===== src/verilog/irq_flags_pkg.sv =====
// constants, register map and state type of the interrupt flag and mask block
// Notes on behaviour
// - main mask bits 7..2: osc, water level, rx start, rx end, tx end, collision
// - timer/field mask bits 7..0: cmd end, nrt, gpt, field on/off, ca, guard, bitrate
// - error/wake mask bits 7..0: crc, parity, soft, hard frame, wake timer, amp, phase, cap
// - all masks reset to zero at power-up and on set-default
// - summary bit 7 sets when enabled oscillator becomes stable
// - summary bit 6 sets while receiving when fifo is nearly full
// - summary bit 6 sets while transmitting when fifo is nearly empty
// - summary bits 5..2: rx start, rx end, tx end, bit collision
// - summary bits 1 and 0 show pending timer/field and error/wake flags
// - reading summary clears bits 7..2; bits 1..0 clear via detail reads
// - source registers clear to zero at power-up and on set-default
// - timer/field bits 7..5: command end, no-response timer, general timer
// - bit 4 on field rising above level, bit 3 on falling below
// - bit 2 when external field sensed during collision avoidance
// - bit 1 after guard time once own field switched on
// - bit 0 when target mode recognises initiator bit rate
// - reading timer/field register clears it
// - error/wake register: bits 7..4 errors, bits 3..0 wake-up events
package irq_flags_pkg;

  // ------------------------------------------------------------
  // register indices, byte address is four times the index
  // ------------------------------------------------------------
  localparam logic [5:0] MAIN_MASK_IDX = 6'h14;
  localparam logic [5:0] TF_MASK_IDX = 6'h15;
  localparam logic [5:0] EW_MASK_IDX = 6'h16;
  localparam logic [5:0] SUMMARY_IDX = 6'h17;
  localparam logic [5:0] TF_FLAGS_IDX = 6'h18;
  localparam logic [5:0] EW_FLAGS_IDX = 6'h19;
  localparam logic [5:0] CONTROL_IDX = 6'h1f;

  // ------------------------------------------------------------
  // field positions and reset values
  // ------------------------------------------------------------
  localparam int CTRL_DEFAULT_BIT = 0;
  localparam int SUM_OSC = 7;
  localparam int SUM_WL = 6;
  localparam int SUM_RXS = 5;
  localparam int SUM_RXE = 4;
  localparam int SUM_TXE = 3;
  localparam int SUM_COL = 2;
  localparam int SUM_TF = 1;
  localparam int SUM_EW = 0;
  localparam int TF_DCT = 7;
  localparam int TF_NRE = 6;
  localparam int TF_GPE = 5;
  localparam int TF_EON = 4;
  localparam int TF_EOF = 3;
  localparam int TF_CAC = 2;
  localparam int TF_CAT = 1;
  localparam int TF_NFCT = 0;
  localparam logic [7:0] REG_RESET = 8'h00;

  // ------------------------------------------------------------
  // complete state of the block
  // ------------------------------------------------------------
  typedef struct packed {
    logic [7:0] main_mask;
    logic [7:0] tf_mask;
    logic [7:0] ew_mask;
    logic [7:2] main_flags;
    logic [7:0] tf_flags;
    logic [7:0] ew_flags;
    logic osc_seen;
    logic field_q;
    logic [7:0] rdata;
    logic err;
    logic irq;
  } state_t;

endpackage


===== src/verilog/reader_interrupt_flags_and_masks.sv =====
// interrupt source flags, masks and apb register access of the reader front end
//
// Decided for this implementation: the APB register port.
module reader_interrupt_flags_and_masks (
  // apb slave
  input wire logic pclk,
  input wire logic presetn,
  input wire logic psel,
  input wire logic penable,
  input wire logic pwrite,
  input wire logic [7:0] paddr,
  input wire logic [31:0] pwdata,
  output logic [31:0] prdata,
  output logic pready,
  output logic pslverr,
  // main event sources
  input wire logic osc_enable,
  input wire logic osc_stable,
  input wire logic receiving,
  input wire logic transmitting,
  input wire logic fifo_nearly_full,
  input wire logic fifo_nearly_empty,
  input wire logic rx_start_evt,
  input wire logic rx_end_evt,
  input wire logic tx_end_evt,
  input wire logic bit_collision_evt,
  // timer and field event sources
  input wire logic cmd_done_evt,
  input wire logic nrt_expired_evt,
  input wire logic gpt_expired_evt,
  input wire logic field_above,
  input wire logic ca_collision_evt,
  input wire logic ca_guard_done_evt,
  input wire logic target_mode,
  input wire logic bitrate_found_evt,
  // error and wake-up event sources
  input wire logic [7:0] err_wake_evt,
  // interrupt
  output logic irq
);

  irq_flags_pkg::state_t s_r;
  irq_flags_pkg::state_t s_nxt;
  logic [5:0] idx;
  logic aligned;
  logic rd_setup;
  logic rd_done;
  logic wr_done;
  logic set_default;
  logic [7:0] m_set;
  logic [7:0] t_set;
  logic [7:0] summary;
  logic [7:2] m_clr;
  logic [7:0] t_clr;
  logic [7:0] e_clr;

  // ------------------------------------------------------------
  // bus phase decode
  // ------------------------------------------------------------
  assign idx = paddr[7:2];
  assign aligned = (paddr[1:0] == 2'b00);
  assign rd_setup = psel & ~penable & ~pwrite;
  assign rd_done = psel & penable & ~pwrite;
  assign wr_done = psel & penable & pwrite;
  assign set_default = wr_done & aligned & (idx == irq_flags_pkg::CONTROL_IDX)
                       & pwdata[irq_flags_pkg::CTRL_DEFAULT_BIT];

  // ------------------------------------------------------------
  // event decode into flag set vectors
  // ------------------------------------------------------------
  // main source events
  assign m_set[irq_flags_pkg::SUM_OSC] = osc_enable & osc_stable & ~s_r.osc_seen;
  assign m_set[irq_flags_pkg::SUM_WL] = (receiving & fifo_nearly_full)
                                        | (transmitting & fifo_nearly_empty);
  assign m_set[irq_flags_pkg::SUM_RXS] = rx_start_evt;
  assign m_set[irq_flags_pkg::SUM_RXE] = rx_end_evt;
  assign m_set[irq_flags_pkg::SUM_TXE] = tx_end_evt;
  assign m_set[irq_flags_pkg::SUM_COL] = bit_collision_evt;
  assign m_set[1:0] = 2'b00; // summary low bits are derived, never stored

  // timer and field source events
  assign t_set[irq_flags_pkg::TF_DCT] = cmd_done_evt;
  assign t_set[irq_flags_pkg::TF_NRE] = nrt_expired_evt;
  assign t_set[irq_flags_pkg::TF_GPE] = gpt_expired_evt;
  assign t_set[irq_flags_pkg::TF_EON] = field_above & ~s_r.field_q;
  assign t_set[irq_flags_pkg::TF_EOF] = ~field_above & s_r.field_q;
  assign t_set[irq_flags_pkg::TF_CAC] = ca_collision_evt;
  assign t_set[irq_flags_pkg::TF_CAT] = ca_guard_done_evt;
  assign t_set[irq_flags_pkg::TF_NFCT] = target_mode & bitrate_found_evt;

  // summary view, bits 1 and 0 follow the detail registers
  assign summary = {s_r.main_flags, |s_r.tf_flags, |s_r.ew_flags};

  // ------------------------------------------------------------
  // clear vectors: a read clears only the bits it handed out, set-default clears all bits
  // ------------------------------------------------------------
  always_comb begin
    m_clr = '0;
    t_clr = '0;
    e_clr = '0;
    if (set_default) begin
      m_clr = '1;
      t_clr = '1;
      e_clr = '1;
    end else if (rd_done && aligned) begin
      case (idx)
        irq_flags_pkg::SUMMARY_IDX: m_clr = s_r.rdata[7:2];
        irq_flags_pkg::TF_FLAGS_IDX: t_clr = s_r.rdata[7:0];
        irq_flags_pkg::EW_FLAGS_IDX: e_clr = s_r.rdata[7:0];
        default: m_clr = '0;
      endcase
    end
  end

  // ------------------------------------------------------------
  // next state
  // ------------------------------------------------------------
  always_comb begin
    s_nxt = s_r;
    s_nxt.osc_seen = osc_enable & osc_stable;
    s_nxt.field_q = field_above;
    // set wins over a clear in the same cycle
    s_nxt.main_flags = (s_r.main_flags & ~m_clr) | m_set[7:2];
    s_nxt.tf_flags = (s_r.tf_flags & ~t_clr) | t_set;
    s_nxt.ew_flags = (s_r.ew_flags & ~e_clr) | err_wake_evt;
    // mask writes
    if (wr_done && aligned) begin
      case (idx)
        irq_flags_pkg::MAIN_MASK_IDX: s_nxt.main_mask = {pwdata[7:2], 2'b00};
        irq_flags_pkg::TF_MASK_IDX: s_nxt.tf_mask = pwdata[7:0];
        irq_flags_pkg::EW_MASK_IDX: s_nxt.ew_mask = pwdata[7:0];
        default: s_nxt.main_mask = s_r.main_mask;
      endcase
    end
    if (set_default) begin
      s_nxt.main_mask = irq_flags_pkg::REG_RESET;
      s_nxt.tf_mask = irq_flags_pkg::REG_RESET;
      s_nxt.ew_mask = irq_flags_pkg::REG_RESET;
    end
    // setup phase: snapshot read data and error answer
    if (psel && !penable) begin
      s_nxt.rdata = '0;
      s_nxt.err = ~aligned;
      case (idx)
        irq_flags_pkg::MAIN_MASK_IDX: s_nxt.rdata = s_r.main_mask;
        irq_flags_pkg::TF_MASK_IDX: s_nxt.rdata = s_r.tf_mask;
        irq_flags_pkg::EW_MASK_IDX: s_nxt.rdata = s_r.ew_mask;
        irq_flags_pkg::SUMMARY_IDX: s_nxt.rdata = summary;
        irq_flags_pkg::TF_FLAGS_IDX: s_nxt.rdata = s_r.tf_flags;
        irq_flags_pkg::EW_FLAGS_IDX: s_nxt.rdata = s_r.ew_flags;
        irq_flags_pkg::CONTROL_IDX: s_nxt.rdata = '0;
        default: s_nxt.err = 1'b1;
      endcase
      // flag registers are read only
      if (pwrite && (idx == irq_flags_pkg::SUMMARY_IDX || idx == irq_flags_pkg::TF_FLAGS_IDX
          || idx == irq_flags_pkg::EW_FLAGS_IDX)) begin
        s_nxt.err = 1'b1;
      end
      if (s_nxt.err) begin
        s_nxt.rdata = '0;
      end
    end
    // unmasked pending flags drive the interrupt
    s_nxt.irq = (|(s_r.main_flags & ~s_r.main_mask[7:2]))
                | (|(s_r.tf_flags & ~s_r.tf_mask))
                | (|(s_r.ew_flags & ~s_r.ew_mask));
  end

  // ------------------------------------------------------------
  // state register
  // ------------------------------------------------------------
  always_ff @(posedge pclk or negedge presetn) begin
    if (!presetn) begin
      s_r <= '0;
    end else begin
      s_r <= s_nxt;
    end
  end

  // ------------------------------------------------------------
  // outputs
  // ------------------------------------------------------------
  assign pready = psel & penable; // one wait-free access phase
  assign prdata = {24'h00_0000, s_r.rdata};
  assign pslverr = s_r.err;
  assign irq = s_r.irq;
endmodule // reader_interrupt_flags_and_masks


===== config.mk =====
export PLATFORM = sky130hd
export DESIGN_NAME = reader_interrupt_flags_and_masks
export DESIGN_NICKNAME = d
export VERILOG_FILES = /design/src/verilog/irq_flags_pkg.sv /design/src/verilog/reader_interrupt_flags_and_masks.sv
export SDC_FILE = /design/constraint.sdc
export NUM_CORES = 1
export LEC_CHECK = 0
export BUFFER_PORTS_ARGS = -buffer_cell sky130_fd_sc_hd__buf_4
export CAP_MARGIN = 20
export CORE_MARGIN = 2
export CORE_UTILIZATION = 53
export CTS_BUF_LIST = sky130_fd_sc_hd__clkbuf_2
export DETAILED_ROUTE_END_ITERATION = 8
export GPL_TIMING_DRIVEN = 0
export PLACE_DENSITY = 0.88
export SETUP_SLACK_MARGIN = 0.1
export SLEW_MARGIN = 40
export SYNTH_ARGS = -nofsm -noshare
export SYNTH_HDL_FRONTEND = slang
export SYNTH_SLANG_ARGS = --single-unit

===== constraint.sdc =====
create_clock -name pclk -period 1.7 [get_ports pclk]
set_input_delay 0.34 -clock pclk [delete_from_list [all_inputs] [get_ports pclk]]
set_output_delay 0.34 -clock pclk [all_outputs]
set_load 0.005 [all_outputs]

==> results.md <==
* Clk_skew at 0.02571 ns
* Crit path cell chain: buf_4 > buf_4
* Detailed Place HPWL at 6574 um
* Crit Path Category: reg -> out
* Largest net degree at the start of global routing at 57
* Number of distinct library cells after synthesis at 42
* Static Leak at 1.953 nW
* Syn_area_per_cell at 9.580 um2
* GRT Overall Usage at 0.2668
* Top_reg_cell synth: dfrtp_1
* Slew Limit Fails at 0
* Worst path required time at 1.36 ns
* Rows at 28
* Die Ht at 82.51 um
* Final instance area at 0.004055 mm2
* # H-tree levels at 2
* Area of the multi-input gates at 0.001573 mm2
* Nets at 510
* Layout cells sized above 1 at 0.3477
* Ant diodes at 0
* Die ar. at 0.006808 mm2
* Io pins at 106
* Most common cell after layout, fill and taps aside: buf_4
* # clock sinks at 56
* Mapped Cells at 341
* Power density over cell area at 543.9 mW/mm2
* Clock transition at the registers of the reported paths at 0.29 ns
* Final ANT Viol Nets at 0
* Critical Path Fanout Max at 5
* Initial Util at 0.5485
* Worst-Margin Slew at 0.6921 ns
* Highest Clock Rate at 641.1 MHz
* WHS at 0.04195 ns
* Register bit total from synthesis at 56
* Via density at 5.816
* Setup WS pre-CTS at -0.4877 ns
* Reg area at 0.001405 mm2
* CP arrival at 1.22 ns
* # setup viols final at 0
* Status: completed
* Initial drt markers at 340
* Fin worst setup slack at 0.1401 ns
* Crit-path slowest cell: dfrtp_2
* Max-Cap Viols at 0
* Hold WC Path Type: in -> reg
* Minimum clock period at 1.560 ns
* Largest buffer count on any clock path at 2
* Post-route DRC at 0
* Initial antenna violation count at 0
* Top cell by count, worst path: buf_4
* Fill count at 500
* Critical Path End Type: output pin
* First-pass GRT wire length at 13700 um
* Setup TNS Final at 0 ns
* TritonCTS buffer count at 5
* Most frequent cells in the layout: 94 x buf_4, 53 x dfrtp_1, 36 x nand3_1, 24 x o21ai_0, 24 x conb_1
* RSZ-0062 raised after global routing: true
* CP startpoint kind: flop
* Peak supply drop at 0.0003817 V
* Post-synth EDFFs at 0
* Placed Area at 0.003879 mm2
* Placeable Area at 0.005956 mm2
* Routed vias at 2995
* CTS Root Cell: clkbuf_2
* Post-layout util at 0.6809
* Max incr delay on CP at 0.51 ns
* Tcrit/Tclk final at 0.9176
* I/O Buffers at 56
* Area Growth Syn to Fin at 24.13%
* Final hold viol count at 0
* Slew margin rel. at 0.5386
* Number of global-route vias before repair at 2787
* Die X at 82.51 um
* Sequential share of the synthesized area at 0.4290
* 1st-pass router iterations at 5
* Final WL at 8695 um
* Clock insertion delay at the later pin of the skew report at 0.46 ns
* GP Congestion at 0.9445
* Total gr overflow at 0
* YS warnings at 0
* Ys async rst share at 1.000
* Cell Area, Synth at 0.003267 mm2
* CTS tree: done
* Wirelength per Cell at 16.88 um
synthesized netlist by cell type, drive strengths merged, types with 2 or more instances:
| master | instances | area, um2 |
|---|---|---|
| a32o | 3 | 30.03 |
| mux2 | 4 | 45.04 |
| o21ai | 24 | 120.1 |
| a22oi | 6 | 45.04 |
| a21oi | 14 | 70.07 |
| buf | 44 | 315.3 |
| a31o | 18 | 157.7 |
| dfrtp | 56 | 1401 |
| mux2i | 11 | 110.1 |
| nand4bb | 2 | 27.53 |
| inv | 21 | 78.83 |
| nor3 | 10 | 72.57 |
| a31oi | 2 | 12.51 |
| nand3 | 36 | 180.2 |
| a221oi | 2 | 17.52 |
| o2111ai | 2 | 17.52 |
| nor2 | 18 | 70.07 |
| o22ai | 7 | 43.79 |
| nand2b | 10 | 62.56 |
| mux4 | 6 | 135.1 |
| nor4 | 6 | 37.54 |
| o31ai | 2 | 15.01 |
| clkbuf | 5 | 18.77 |
| and2 | 3 | 18.77 |
| nand2 | 17 | 63.81 |
routing by layer:
layer,up-vias,track usage,wire length (um)
met5,-,0,0
met2,192,0.4323,4055
met1,1400,0.3677,3559
li1,1375,-,-
met3,28,0.04239,843
met4,0,0.09016,236
cell families after synthesis:
logic type	count (synthesis)	synth area share
other	1	0.001148
buffers and inverters	70	0.1264
flip-flops	56	0.4290
AND/OR/NAND/NOR	110	0.1850
multiplexers	21	0.08886
AO/OA/AOI/OAI	83	0.1697
worst max-delay path, delay by kind of cell, from the launching register on:
kind | cells | cell delay [ns]
flops | 1 | 0.51
buf+inv | 2 | 0.26
report_power, final:
part	switching, W	internal [W]	total (W)
logic	0.000152	0.000170	0.000322
clock network	0.000426	0.000101	0.000527
registers	0.00000875	0.00135	0.00136
total	0.000587	0.00162	0.00221
stage by stage:
stage / total power [W] / instances
finish: 0.002206 / 515
global route: 0.002312 / 515
CTS: 0.002193 / 505
detailed placement: 0.001680 / 495
global placement: 0.001673 / 495
floorplan: 0.001529 / 364
state kept, by name, summed over array words and instances (netlist names):
name,count
prdata,8
s_r,46
irq,1
pslverr,1
area by class of cell:
cell class | instances | share of cell area
well taps | 75 | 0.02314
flip-flops and latches | 56 | 0.3465
plain buffers | 47 | 0.07868
clock inverters | 3 | 0.004320
multi-input cells | 238 | 0.3878
inverters | 21 | 0.01944
repair buffers | 70 | 0.1339
clock buffers | 5 | 0.006171
path summary, 6_finish.rpt:
check,from,end,slack [ns],depth (start not counted)
worst max-delay path,prdata[5]$_DFFE_PN0P_,prdata[5],0.14,2
worst min-delay path,ca_collision_evt,s_r[22]$_DFF_PN0_,0.04,2
worst max register to register,s_r[26]$_DFF_PN0_,prdata[1]$_DFFE_PN0P_,0.18,4
worst min register to register,pslverr$_DFFE_PN0P_,pslverr$_DFFE_PN0P_,0.54,2
max in group asynchronous,presetn,prdata[7]$_DFFE_PN0P_,0.81,2
min in group asynchronous,presetn,s_r[10]$_DFF_PN0_,0.42,2
repair_timing:
item | in CTS | in global routing
setup buffers | 0 | 7
gates resized for setup | 2 | 4
pin swaps | 0 | 0
hold buffers | 2 | 5
hold endpoints to repair | 57 | 5
endpoints found under the setup margin | 21 | 9
No activity file was read; power rests on OpenSTA's default activity.
